==> config.mk <==
export PLATFORM = sky130hd
export DESIGN_NAME = acr_setup_word
export DESIGN_NICKNAME = d
export VERILOG_FILES = /design/src/verilog/acr_pkg.sv /design/src/verilog/acr_serial_port.sv /design/src/verilog/acr_setup_word.sv
export SDC_FILE = /design/constraint.sdc
export NUM_CORES = 1
export LEC_CHECK = 0
export BUFFER_PORTS_ARGS = -buffer_cell sky130_fd_sc_hd__buf_2
export CAP_MARGIN = 5
export CORE_UTILIZATION = 45
export CTS_CLUSTER_DIAMETER = 150
export CTS_CLUSTER_SIZE = 14
export DETAILED_ROUTE_END_ITERATION = 16
export PLACE_DENSITY = 0.6
export SLEW_MARGIN = 20
export SYNTH_ARGS = -nofsm -noshare
export SYNTH_HDL_FRONTEND = slang
export SYNTH_SLANG_ARGS = --single-unit
==> constraint.sdc <==
create_clock -name clock_in -period 5.21 [get_ports clock_in]
set_input_delay 0.7815 -clock clock_in [delete_from_list [all_inputs] [get_ports clock_in]]
set_output_delay 0.7815 -clock clock_in [all_outputs]
set_load 0.01 [all_outputs]
==> src/verilog/acr_pkg.sv <==
/*
 * Constants for the converter setup word block: field positions,
 * reset value, word periods and chop dividers.
 * Assumes a crystal clock near 32.768 kHz sampled by a faster system clock.
 */
package acr_pkg;
	localparam int WORD_WIDTH = 24;
	localparam logic [23:0] SETUP_RESET = 24'h000040;
	localparam int LATCH_MSB = 23;
	localparam int LATCH_LSB = 20;
	localparam int UNUSED_HI_POS = 19;
	localparam int CHOP_RATE_POS = 18;
	localparam int UNUSED_LO_POS = 17;
	localparam int LOW_POWER_POS = 16;
	localparam int WORD_RATE_MSB = 15;
	localparam int WORD_RATE_LSB = 13;
	localparam int UNIPOLAR_POS = 12;
	localparam int RANGE_MSB = 11;
	localparam int RANGE_LSB = 9;
	localparam int PUMP_DISABLE_POS = 8;
	localparam int SOFT_RESET_POS = 7;
	localparam int RESET_FLAG_POS = 6;
	localparam int PORT_FLAG_POS = 5;
	localparam int POWER_SAVE_POS = 4;
	localparam int DONE_FLAG_POS = 3;
	localparam int CAL_MSB = 2;
	localparam int CAL_LSB = 0;
	// crystal cycles per output word, by word rate code
	localparam logic [13:0] WORD_CYCLES_0 = 14'd2182;
	localparam logic [13:0] WORD_CYCLES_1 = 14'd1090;
	localparam logic [13:0] WORD_CYCLES_2 = 14'd546;
	localparam logic [13:0] WORD_CYCLES_3 = 14'd266;
	localparam logic [13:0] WORD_CYCLES_4 = 14'd194;
	localparam logic [13:0] WORD_CYCLES_5 = 14'd162;
	localparam logic [13:0] WORD_CYCLES_6 = 14'd8722;
	localparam logic [13:0] WORD_CYCLES_7 = 14'd4362;
	// crystal edges (both) per chop half period: 256 Hz and 32768 Hz from 32768 Hz
	localparam logic [7:0] CHOP_SLOW_EDGES = 8'd128;
	localparam logic [7:0] CHOP_FAST_EDGES = 8'd1;
	// serial frame: one direction bit then the word
	localparam logic [4:0] FRAME_BITS = 5'd25;
endpackage

==> src/verilog/acr_serial_port.sv <==
/*
 * Three-wire serial slave for the setup word: direction bit, then 24 bits
 * MSB first. Data sampled on rising serial clock, driven on falling.
 * Assumes all serial pins are asynchronous to clock_in and much slower.
 */
`timescale 1ns/1ns
module acr_serial_port (
	input wire logic clock_in, // system clock
	input wire logic sys_rst_in, // async reset, high
	input wire logic serial_clock_in, // host serial clock pin
	input wire logic serial_data_in, // host to device data pin
	input wire logic select_n_in, // frame select, low active
	input wire logic [23:0] read_word_in, // word to return on reads
	output logic write_strobe_out, // pulse: a write frame completed
	output logic [23:0] write_word_out, // word of the last write frame
	output logic read_done_out, // pulse: a read frame completed
	output logic serial_data_out // device to host data pin
);
	logic [2:0] sync1;
	logic [2:0] sync2;
	logic prev_sclk;
	logic prev_sel_n;
	logic [4:0] bit_count;
	logic is_read;
	logic [23:0] shift_in;
	logic [23:0] snap;
	logic rise;
	logic fall;
	logic active;
	logic frame_start;
	logic frame_end;

	always_ff @(posedge clock_in or posedge sys_rst_in) begin
		if (sys_rst_in) begin
			// idle levels: select high, clock and data low
			sync1 <= 3'h4;
			sync2 <= 3'h4;
			prev_sclk <= 1'b0;
			prev_sel_n <= 1'b1;
		end else begin
			sync1 <= {select_n_in, serial_data_in, serial_clock_in};
			sync2 <= sync1;
			prev_sclk <= sync2[0];
			prev_sel_n <= sync2[2];
		end
	end

	assign rise = sync2[0] & ~prev_sclk;
	assign fall = ~sync2[0] & prev_sclk;
	assign active = ~sync2[2];
	assign frame_start = ~sync2[2] & prev_sel_n;
	assign frame_end = sync2[2] & ~prev_sel_n;

	// shift in MSB first, direction bit leads
	always_ff @(posedge clock_in or posedge sys_rst_in) begin
		if (sys_rst_in) begin
			bit_count <= 5'h00;
			is_read <= 1'b0;
			shift_in <= 24'h000000;
		end else if (frame_start) begin
			bit_count <= 5'h00;
			is_read <= 1'b0;
		end else if (active && rise) begin
			if (bit_count == 5'h00) begin
				is_read <= sync2[1];
			end else if (bit_count < acr_pkg::FRAME_BITS) begin
				shift_in <= {shift_in[22:0], sync2[1]};
			end
			// count past the frame length so overlong frames never look complete
			if (bit_count != 5'h1f) begin
				bit_count <= bit_count + 5'h01;
			end
		end
	end

	// read data leaves MSB first on falling edges
	always_ff @(posedge clock_in or posedge sys_rst_in) begin
		if (sys_rst_in) begin
			snap <= 24'h000000;
			serial_data_out <= 1'b0;
		end else if (!active) begin
			serial_data_out <= 1'b0;
		end else if (rise && bit_count == 5'h00) begin
			snap <= read_word_in;
		end else if (fall && is_read && bit_count != 5'h00 && bit_count < acr_pkg::FRAME_BITS) begin
			serial_data_out <= snap[23];
			snap <= {snap[22:0], 1'b0};
		end
	end

	always_ff @(posedge clock_in or posedge sys_rst_in) begin
		if (sys_rst_in) begin
			write_strobe_out <= 1'b0;
			read_done_out <= 1'b0;
			write_word_out <= 24'h000000;
		end else begin
			write_strobe_out <= frame_end && bit_count == acr_pkg::FRAME_BITS && !is_read;
			read_done_out <= frame_end && bit_count == acr_pkg::FRAME_BITS && is_read;
			if (frame_end && bit_count == acr_pkg::FRAME_BITS && !is_read) begin
				write_word_out <= shift_in;
			end
		end
	end

	chk_msb_first: assert property (@(posedge clock_in) disable iff (sys_rst_in)
		(active && rise && !frame_start && bit_count > 5'h00 && bit_count < acr_pkg::FRAME_BITS) |=>
		shift_in[0] == $past(sync2[1]))
		else $error("serial bit not shifted in at lsb end");
endmodule

==> src/verilog/acr_setup_word.sv <==
/*
 * Converter setup word: the 24-bit configuration register, its mode outputs,
 * latch pins, chop clock, pump drive, word timing and completion flags.
 * Assumes the host keeps unused bits zero and the crystal runs near 32.768 kHz.
 */
// How it works
// - latch pins mirror top four setup bits
// - chop bit chooses 256 Hz or 32768 Hz
// - word rate field sets word period
// - gain field selects the input range
// - pump disable floats the pump drive pin
// - writing soft reset bit starts reset cycle
// - reset flag set on reset, cleared by read
// - port flag bit enables continuous output mode
// - power save bit picks standby or sleep
// - done flag set on finished cycle, read only
// - calibration field starts selected calibration
// - any reset loads 000040 hex
// - soft reset also sets the reset flag
`timescale 1ns/1ns
module acr_setup_word (
	input wire logic clock_in, // 20 MHz system clock
	input wire logic sys_rst_in, // async reset, high
	input wire logic crystal_input_clock_in, // oscillator clock, async
	input wire logic serial_clock_in, // host serial clock
	input wire logic serial_data_in, // host serial data in
	input wire logic select_n_in, // frame select, low active
	output logic serial_data_out, // serial data to host
	output logic [3:0] latch_output_bits_out, // general purpose latch pins
	output logic chop_clock_out, // amplifier chop clock
	output logic chop_rate_select_out, // chop rate mode level
	output logic low_power_select_out, // reduced power mode
	output logic unipolar_out, // unipolar measurement when high
	output logic [2:0] range_select_field_out, // input range code
	output logic range_valid_out, // range code is a used one
	output logic charge_pump_drive_pin_out, // pump drive level
	output logic charge_pump_drive_pin_oe_out, // pump drive enable
	output logic soft_reset_request_out, // pulse: reset cycle running
	output logic port_flag_mode_out, // continuous output mode
	output logic power_save_kind_out, // 0 standby, 1 sleep
	output logic oscillator_keep_out, // oscillator kept in power save
	output logic [2:0] calibration_select_field_out, // active calibration
	output logic word_tick_out // pulse: one word period ended
);
	logic [23:0] setup_word;
	logic write_strobe;
	logic [23:0] write_word;
	logic read_done;
	logic xtal_s1;
	logic xtal_s2;
	logic xtal_prev;
	logic xtal_edge;
	logic xtal_rise;
	logic [13:0] word_count;
	logic [13:0] word_period;
	logic [7:0] chop_count;
	logic [7:0] chop_limit;
	logic word_end;
	logic busy;
	logic soft_reset;

	acr_serial_port acr_serial_port_i (
		.clock_in(clock_in),
		.sys_rst_in(sys_rst_in),
		.serial_clock_in(serial_clock_in),
		.serial_data_in(serial_data_in),
		.select_n_in(select_n_in),
		.read_word_in(setup_word),
		.write_strobe_out(write_strobe),
		.write_word_out(write_word),
		.read_done_out(read_done),
		.serial_data_out(serial_data_out)
	);

	function automatic logic [13:0] period_of(input logic [2:0] code);
		case (code)
			3'h0: period_of = acr_pkg::WORD_CYCLES_0;
			3'h1: period_of = acr_pkg::WORD_CYCLES_1;
			3'h2: period_of = acr_pkg::WORD_CYCLES_2;
			3'h3: period_of = acr_pkg::WORD_CYCLES_3;
			3'h4: period_of = acr_pkg::WORD_CYCLES_4;
			3'h5: period_of = acr_pkg::WORD_CYCLES_5;
			3'h6: period_of = acr_pkg::WORD_CYCLES_6;
			default: period_of = acr_pkg::WORD_CYCLES_7;
		endcase
	endfunction

	always_ff @(posedge clock_in or posedge sys_rst_in) begin
		if (sys_rst_in) begin
			xtal_s1 <= 1'b0;
			xtal_s2 <= 1'b0;
			xtal_prev <= 1'b0;
		end else begin
			xtal_s1 <= crystal_input_clock_in;
			xtal_s2 <= xtal_s1;
			xtal_prev <= xtal_s2;
		end
	end

	assign xtal_edge = xtal_s2 ^ xtal_prev;
	assign xtal_rise = xtal_s2 & ~xtal_prev;
	assign soft_reset = write_strobe && write_word[acr_pkg::SOFT_RESET_POS];
	assign word_period = period_of(setup_word[acr_pkg::WORD_RATE_MSB:acr_pkg::WORD_RATE_LSB]);
	assign busy = setup_word[acr_pkg::PORT_FLAG_POS] || setup_word[acr_pkg::CAL_MSB:acr_pkg::CAL_LSB] != 3'h0;
	assign word_end = xtal_rise && word_count == word_period - 14'd1;
	assign chop_limit = setup_word[acr_pkg::CHOP_RATE_POS] ? acr_pkg::CHOP_FAST_EDGES : acr_pkg::CHOP_SLOW_EDGES;

	// setup word storage; read-only and self-clearing bits kept by hardware
	always_ff @(posedge clock_in or posedge sys_rst_in) begin
		if (sys_rst_in) begin
			setup_word <= acr_pkg::SETUP_RESET;
		end else if (soft_reset) begin
			setup_word <= acr_pkg::SETUP_RESET;
		end else begin
			if (write_strobe) begin
				setup_word[23:7] <= write_word[23:7];
				setup_word[acr_pkg::UNUSED_HI_POS] <= 1'b0;
				setup_word[acr_pkg::UNUSED_LO_POS] <= 1'b0;
				setup_word[acr_pkg::SOFT_RESET_POS] <= 1'b0;
				setup_word[acr_pkg::PORT_FLAG_POS] <= write_word[acr_pkg::PORT_FLAG_POS];
				setup_word[acr_pkg::POWER_SAVE_POS] <= write_word[acr_pkg::POWER_SAVE_POS];
				setup_word[acr_pkg::CAL_MSB:acr_pkg::CAL_LSB] <= write_word[acr_pkg::CAL_MSB:acr_pkg::CAL_LSB];
			end else if (word_end && busy) begin
				setup_word[acr_pkg::CAL_MSB:acr_pkg::CAL_LSB] <= 3'h0;
			end
			if (read_done) begin
				setup_word[acr_pkg::RESET_FLAG_POS] <= 1'b0;
				setup_word[acr_pkg::DONE_FLAG_POS] <= 1'b0;
			end
			if (word_end && busy) begin
				setup_word[acr_pkg::DONE_FLAG_POS] <= 1'b1;
			end
		end
	end

	// word timer restarts on any write
	always_ff @(posedge clock_in or posedge sys_rst_in) begin
		if (sys_rst_in) begin
			word_count <= 14'h0000;
		end else if (write_strobe || !busy) begin
			word_count <= 14'h0000;
		end else if (xtal_rise) begin
			word_count <= word_end ? 14'h0000 : word_count + 14'h0001;
		end
	end

	always_ff @(posedge clock_in or posedge sys_rst_in) begin
		if (sys_rst_in) begin
			chop_count <= 8'h00;
			chop_clock_out <= 1'b0;
		end else if (xtal_edge) begin
			if (chop_count >= chop_limit - 8'h01) begin
				chop_count <= 8'h00;
				chop_clock_out <= ~chop_clock_out;
			end else begin
				chop_count <= chop_count + 8'h01;
			end
		end
	end

	// registered mode outputs
	always_ff @(posedge clock_in or posedge sys_rst_in) begin
		if (sys_rst_in) begin
			latch_output_bits_out <= 4'h0;
			chop_rate_select_out <= 1'b0;
			low_power_select_out <= 1'b0;
			unipolar_out <= 1'b0;
			range_select_field_out <= 3'h0;
			range_valid_out <= 1'b1;
			charge_pump_drive_pin_out <= 1'b0;
			charge_pump_drive_pin_oe_out <= 1'b1;
			soft_reset_request_out <= 1'b0;
			port_flag_mode_out <= 1'b0;
			power_save_kind_out <= 1'b0;
			oscillator_keep_out <= 1'b1;
			calibration_select_field_out <= 3'h0;
			word_tick_out <= 1'b0;
		end else begin
			latch_output_bits_out <= setup_word[acr_pkg::LATCH_MSB:acr_pkg::LATCH_LSB];
			chop_rate_select_out <= setup_word[acr_pkg::CHOP_RATE_POS];
			low_power_select_out <= setup_word[acr_pkg::LOW_POWER_POS];
			unipolar_out <= setup_word[acr_pkg::UNIPOLAR_POS];
			range_select_field_out <= setup_word[acr_pkg::RANGE_MSB:acr_pkg::RANGE_LSB];
			range_valid_out <= setup_word[acr_pkg::RANGE_MSB:acr_pkg::RANGE_MSB - 1] != 2'h3;
			charge_pump_drive_pin_out <= xtal_s2;
			charge_pump_drive_pin_oe_out <= ~setup_word[acr_pkg::PUMP_DISABLE_POS];
			soft_reset_request_out <= soft_reset;
			port_flag_mode_out <= setup_word[acr_pkg::PORT_FLAG_POS];
			power_save_kind_out <= setup_word[acr_pkg::POWER_SAVE_POS];
			oscillator_keep_out <= ~setup_word[acr_pkg::POWER_SAVE_POS];
			calibration_select_field_out <= setup_word[acr_pkg::CAL_MSB:acr_pkg::CAL_LSB];
			word_tick_out <= word_end && busy;
		end
	end

	chk_latch_mirror: assert property (@(posedge clock_in) disable iff (sys_rst_in)
		##1 latch_output_bits_out == $past(setup_word[23:20]))
		else $error("latch pins do not follow setup word");
	chk_unused_zero: assert property (@(posedge clock_in) disable iff (sys_rst_in)
		setup_word[19] == 1'b0 && setup_word[17] == 1'b0)
		else $error("unused setup bits not zero");
	chk_chop_fast: assert property (@(posedge clock_in) disable iff (sys_rst_in)
		(xtal_edge && setup_word[18] && chop_count == 8'h00) |=> chop_clock_out != $past(chop_clock_out))
		else $error("fast chop missed a crystal edge");
	chk_word_period: assert property (@(posedge clock_in) disable iff (sys_rst_in)
		word_tick_out |-> $past(word_count) == $past(word_period) - 14'd1)
		else $error("word period length wrong");
	chk_range_follow: assert property (@(posedge clock_in) disable iff (sys_rst_in)
		##1 range_select_field_out == $past(setup_word[11:9]))
		else $error("range output does not follow gain field");
	chk_pump_float: assert property (@(posedge clock_in) disable iff (sys_rst_in)
		setup_word[8] ##1 setup_word[8] |-> !charge_pump_drive_pin_oe_out)
		else $error("pump drive enabled while disabled");
	chk_soft_reset: assert property (@(posedge clock_in) disable iff (sys_rst_in)
		soft_reset |=> setup_word == acr_pkg::SETUP_RESET && soft_reset_request_out ##1 !soft_reset_request_out)
		else $error("soft reset did not reload setup word");
	chk_flag_clear: assert property (@(posedge clock_in) disable iff (sys_rst_in)
		(read_done && !soft_reset) |=> !setup_word[6])
		else $error("reset flag not cleared by read");
	chk_done_set: assert property (@(posedge clock_in) disable iff (sys_rst_in)
		(word_end && busy && !soft_reset) |=> setup_word[3] && (setup_word[2:0] == 3'h0 || $past(write_strobe)))
		else $error("done flag or calibration end wrong");
	chk_sleep_kind: assert property (@(posedge clock_in) disable iff (sys_rst_in)
		##1 oscillator_keep_out != power_save_kind_out)
		else $error("power save outputs inconsistent");
	chk_flag_sticky: assert property (@(posedge clock_in) disable iff (sys_rst_in)
		(setup_word[6] && !read_done) |=> setup_word[6])
		else $error("reset flag dropped without a read");
endmodule

# Word-level counts from Yosys, hierarchy flattened
# Index checks and enable logic that the tools add are counted.
[totals] word_cells=128 output_inout_bits=23 reg_bits=159
[op_classes] n_lt_le_gt_ge=2 n_mux=24 add_sub_neg=5 n_reduce_logical=35 eq_ne=11 n_bitwise=16
[ops] op="one-hot mux 14 bit (7 select lines)" n=1
[ops] op="2-to-1 mux 24 bit" n=3
[ops] op="2-to-1 mux 14 bit" n=3
[ops] op="2-to-1 mux 17 bit" n=1
[ops] op="2-to-1 mux 8 bit" n=2
[ops] op="nonzero test 2 bit" n=8
[ops] op="2-to-1 mux 5 bit" n=3
[ops] op="adder 14 x 1 -> 14 bit (second input constant)" n=1
[ops] op="== test 14 bit" n=1
[ops] op="subtractor 14 x 1 -> 14 bit (second input constant)" n=1
[ops] op="logical AND 1 bit" n=11
[ops] op="inverter 1 bit" n=10
[ops] op="AND reduction 2 bit" n=5
[ops] op="== test 3 bit (second input constant)" n=3
[ops] op="nonzero test 3 bit" n=3
[ops] op="adder 8 x 1 -> 8 bit (second input constant)" n=1
[ops] op="greater-or-equal comparator 8 bit" n=1
[ops] op="2-to-1 mux 1 bit" n=8
[ops] op="subtractor 8 x 1 -> 8 bit (second input constant)" n=1
[ops] op="== test 3 x 2 -> 1 bit (second input constant)" n=2
[ops] op="2-to-1 mux 3 bit" n=2
[ops] op="adder 5 x 1 -> 5 bit (second input constant)" n=1
[ops] op="AND 1 bit" n=5
[ops] op="== test 5 bit (second input constant)" n=1
[ops] op="other kinds (13)" n=15

# Depth between registers and ports, before layout
[depth] depth_word=9 mapped_depth=10 mapped_depth_nobuf=8

# By module
# A second synthesis with hierarchy kept.
[hier_totals] cells_unflattened=618 hier_area_um2=7417.1
[by_module_without_submodules] mod="acr_serial_port" instances=1 area_each_um2=4377.9 cells_each=339
[by_module_without_submodules] mod="acr_setup_word" instances=1 area_each_um2=3039.2 cells_each=279

# Worst setup path before layout
# Ideal clock, no wire load.
[synth_timing] path_type="register -> register" start="register acr_serial_port_i.bit_count[0]" end="register acr_serial_port_i.snap[10]" period_less_slack_ns=2.243 arrival_time_ns=2.119 setup_slack_ns=2.967 path_stages_with_launch=10 path_cell_list="dfrtp_1 -> inv_1 -> ha_1 -> or4b_4 -> or3b_1 -> clkbuf_1 -> a21oi_2 -> buf_4 -> buf_4 -> a21oi_1"
[synth_between] elab_chain_cells=5 elab_cells_between_ends=9 classes_between="order compare: 1; mux: 1; reduce/logical: 7"
[synth_lines] item="start: declaration" line="acr_serial_port.sv:23" source="logic [4:0] bit_count;"
[synth_lines] item="start signal: assignment" line="acr_serial_port.sv:71" source="bit_count <= bit_count + 5'h01;"
[synth_lines] item="branches (longest 5 deep; another with less-than comparator 5 bit)"
[synth_lines] item="end signal: assignment" line="acr_serial_port.sv:84" source="snap <= read_word_in;"
[synth_lines] item="end signal: assignment" line="acr_serial_port.sv:87" source="snap <= {snap[22:0], 1'b0};"
[synth_lines] item="end: declaration" line="acr_serial_port.sv:26" source="logic [23:0] snap;"
# Several ways; the timed one is not identified.
# A chain may end at the register's enable or synchronous reset.

==> reports/results.txt <==
Fmax - 0.361 GHz
Global-route wire length before repair - 20.3 mm
Synth Area in Compound Gates - 9.99%
Post-layout min period - 2.77 ns
Register area share after synthesis - 58.2%
Arrival @ worst endpoint - 3.08 ns
Gr usage total - 17.8%
Vias per cell - 5.24
DRC - 0
RD Place Congestion - 0.826
Post-synth top area cell - dfrtp_1
Cell Area, Synth - 6550 µm²
Pwr Density - 391 nW/µm²
Post-CTS sizing - 0
Unrepaired setup endpoints after global routing - no
Largest net degree at the start of global routing - 59
Outcome - complete, no violations
Crit-path max cell delay - 0.80 ns
Critical path buffer and inverter count - 1
Syn avg cell area - 11.2 µm²
GR Overflow Total - 0
Clk buf depth - 2
Worst-path clk slew - 0.06 ns
R2R depth - 7
Worst path slowest cell - or4b_1
Adder-cell share of the synthesized area - 2.86%
Crit start category - flop
Total power - 2.89 mW
Layout area overhead - 12.6%
Total Wirelength - 11.8 mm
Post-Synth Simple-Gate Area - 14.1%
Tcrit/Tclk final - 53.2%
H-tree depth - 4
Clk_lat worst skew - 0.42 ns
Final Hold Fails - 0
Die H - 123 µm
Fin Clk Skew - 0.00854 ns
Pins Over Slew Limit - 0
Hold Path Origin - xtal_s1
Die W - 123 µm
Largest family of logic cells by synthesized area - simple AND/OR/NAND/NOR gates
Initial antenna violation count - 0
Async SR Flop Fraction - 100%
R2R Setup Slk - 2.44 ns
EDFF count, synth - 0
Mean routed wirelength per cell - 14.7 µm
Vias in the first global route - 4189
Worst r2r src - charge_pump_drive_pin_out
Post-Layout Cell Count - 800
Max_cap viols - 0
Setup TNS - 0 ns
Most common cell in the netlist - dfrtp_1
Filler cells - 1216
Req. time, crit path - 5.52 ns
Yosys reg bits - 152
CTS buffer count - 17
Proportion of layout cells with a drive suffix above 1 - 21.8%
# IOs - 29
Synth Area in XOR/XNOR - 1.60%
Mapped Nets - 607
Max IR drop VDD - 0.000236 V
DRT Pass-1 Iters - 4
Worst Hold Depth - 0
Layout Utilization - 52.5%
Count of final setup violators - 0
Cells along the critical path - inv_1 > ha_1 > nand3_1 > a2111oi_2 > or4b_1 > a311oi_2 > nor2_1
Multiplexer area fraction after synthesis - 8.80%
CTS tree - yes
CP top delay family - simple AND/OR/NAND/NOR gates
DP Wirelength - 7.49 mm
# Post-CTS Setup Buffers - 0
Cells after Synth - 586
Ys Warns - 0
Hold Crit Class - reg -> reg
Count of different cell masters after synthesis - 58
Hold-fix buffer count after cts - 0
Initial core utilization - 46.7%
CTS sink cnt - 152
1st-iter DRT viols - 206
Post-synth top flop - dfrtp_1
WHS Endpoint - xtal_s2
Static Leakage - 3.41 nW
Worst Tran Pin Value - 0.951 ns
Ant diodes - 0
Top cell type's share of synthesized area - 55.4%
RR Endpoint - word_count[8]
Synth top cells by count - dfrtp_1, nor2_1, mux2_2, nand2_1, a21oi_1
Top post-synthesis cells by area - dfrtp_1, mux2_2, nor2_1, a21oi_1, ha_1
Final net count - 628
Cells after DPL - 767
Clock root buffer - clkbuf_16
Final ANT Viol Nets - 0
PnR worst setup slack - 2.44 ns
Core area - 14000 µm²
Rel. slew slack - 36.3%
CP Class - reg -> reg
Critical Path End Type - flop
Max Fanout on Critical Path - 23
Full die area - 15000 µm²
PortBufs - 28
Num rows - 43
Setup Slack @ Placement - 2.15 ns
Routed via count - 4190
-- stage by stage --
stage | cell area, µm² | hold WS, ns
floorplan | 6550 | 0.331
global placement | 6790 | 0.332
detailed placement | 6790 | 0.341
CTS | 7350 | 0.356
global route | 7380 | 0.356
finish | 7380 | 0.350
-- area by class of cell --
| class | count | area, µm² | share of cell area (%) |
|---|---|---|---|
| clock buffer | 20 | 447 | 6.05 |
| clock inverter | 12 | 115 | 1.56 |
| inverter | 30 | 118 | 1.59 |
| multi-input combinational | 372 | 2460 | 33.3 |
| sequential | 152 | 3810 | 51.7 |
| tap | 180 | 225 | 3.05 |
| timing repair buffer | 34 | 205 | 2.78 |
-- cell usage in the layout (no fill, tap or decap), drive strengths merged, types with 5 or more instances in the layout --
master / count
nand2: 43
nand2b: 9
o21ai: 30
inv: 34
nor2: 67
clkbuf: 20
nand4b: 5
a31oi: 7
xor2: 7
a21oi: 45
xnor2: 5
buf: 34
nand3b: 6
dfstp: 7
mux2i: 7
nor2b: 5
nor3: 5
nand3: 20
mux2: 45
dfrtp: 145
ha: 15
-- state kept, by name, summed over array words and instances, names as in the netlist, 3 cells and up --
register	cells
acr_serial_port_i.bit_count	5
acr_serial_port_i.shift_in	24
acr_serial_port_i.snap	24
acr_serial_port_i.sync1	3
acr_serial_port_i.sync2	3
acr_serial_port_i.write_word_out	20
calibration_select_field_out	3
chop_count	8
latch_output_bits_out	4
range_select_field_out	3
setup_word	21
word_count	14
-- worst max path at each step --
stage / startpoint / to / slack (ns) / cells past startpoint
floorplan: sys_rst_in / acr_serial_port_i.bit_count[0] / 0.35 / 1
global placement: acr_serial_port_i.bit_count[0] / acr_serial_port_i.snap[7] / 2.25 / 8
detailed placement: acr_serial_port_i.bit_count[1] / acr_serial_port_i.snap[17] / 2.15 / 7
CTS: acr_serial_port_i.bit_count[1] / acr_serial_port_i.snap[17] / 2.15 / 8
global route: charge_pump_drive_pin_out / word_count[8] / 2.19 / 7
finish: charge_pump_drive_pin_out / word_count[8] / 2.44 / 7
-- power breakdown --
part	leakage, nW	switching, mW	internal (mW)	total (mW)
Combinational	1.15	0.173	0.142	0.315
Sequential	2.00	0.0990	1.31	1.41
Clock	0.268	0.487	0.674	1.16
-- cell families after synthesis --
group                      after synthesis
AOI/OAI and AO/OA                      106
xor gates and xnor gates                12
adders and majority gates               15
buffers and inverters                   62
DFF                                    152
muxes                                   52
and+or+nand+nor                        187
-- per-layer routing --
layer / up-vias / GRT usage (%) / part of all wire, %
li1: 2051 / - / -
met5: - / 0 / 0
met2: 51 / 27.7 / 48
met1: 2077 / 23.6 / 48
met4: 0 / 6.33 / 1.1
met3: 11 / 5.44 / 3.1
No activity file was read; power rests on OpenSTA's default activity.
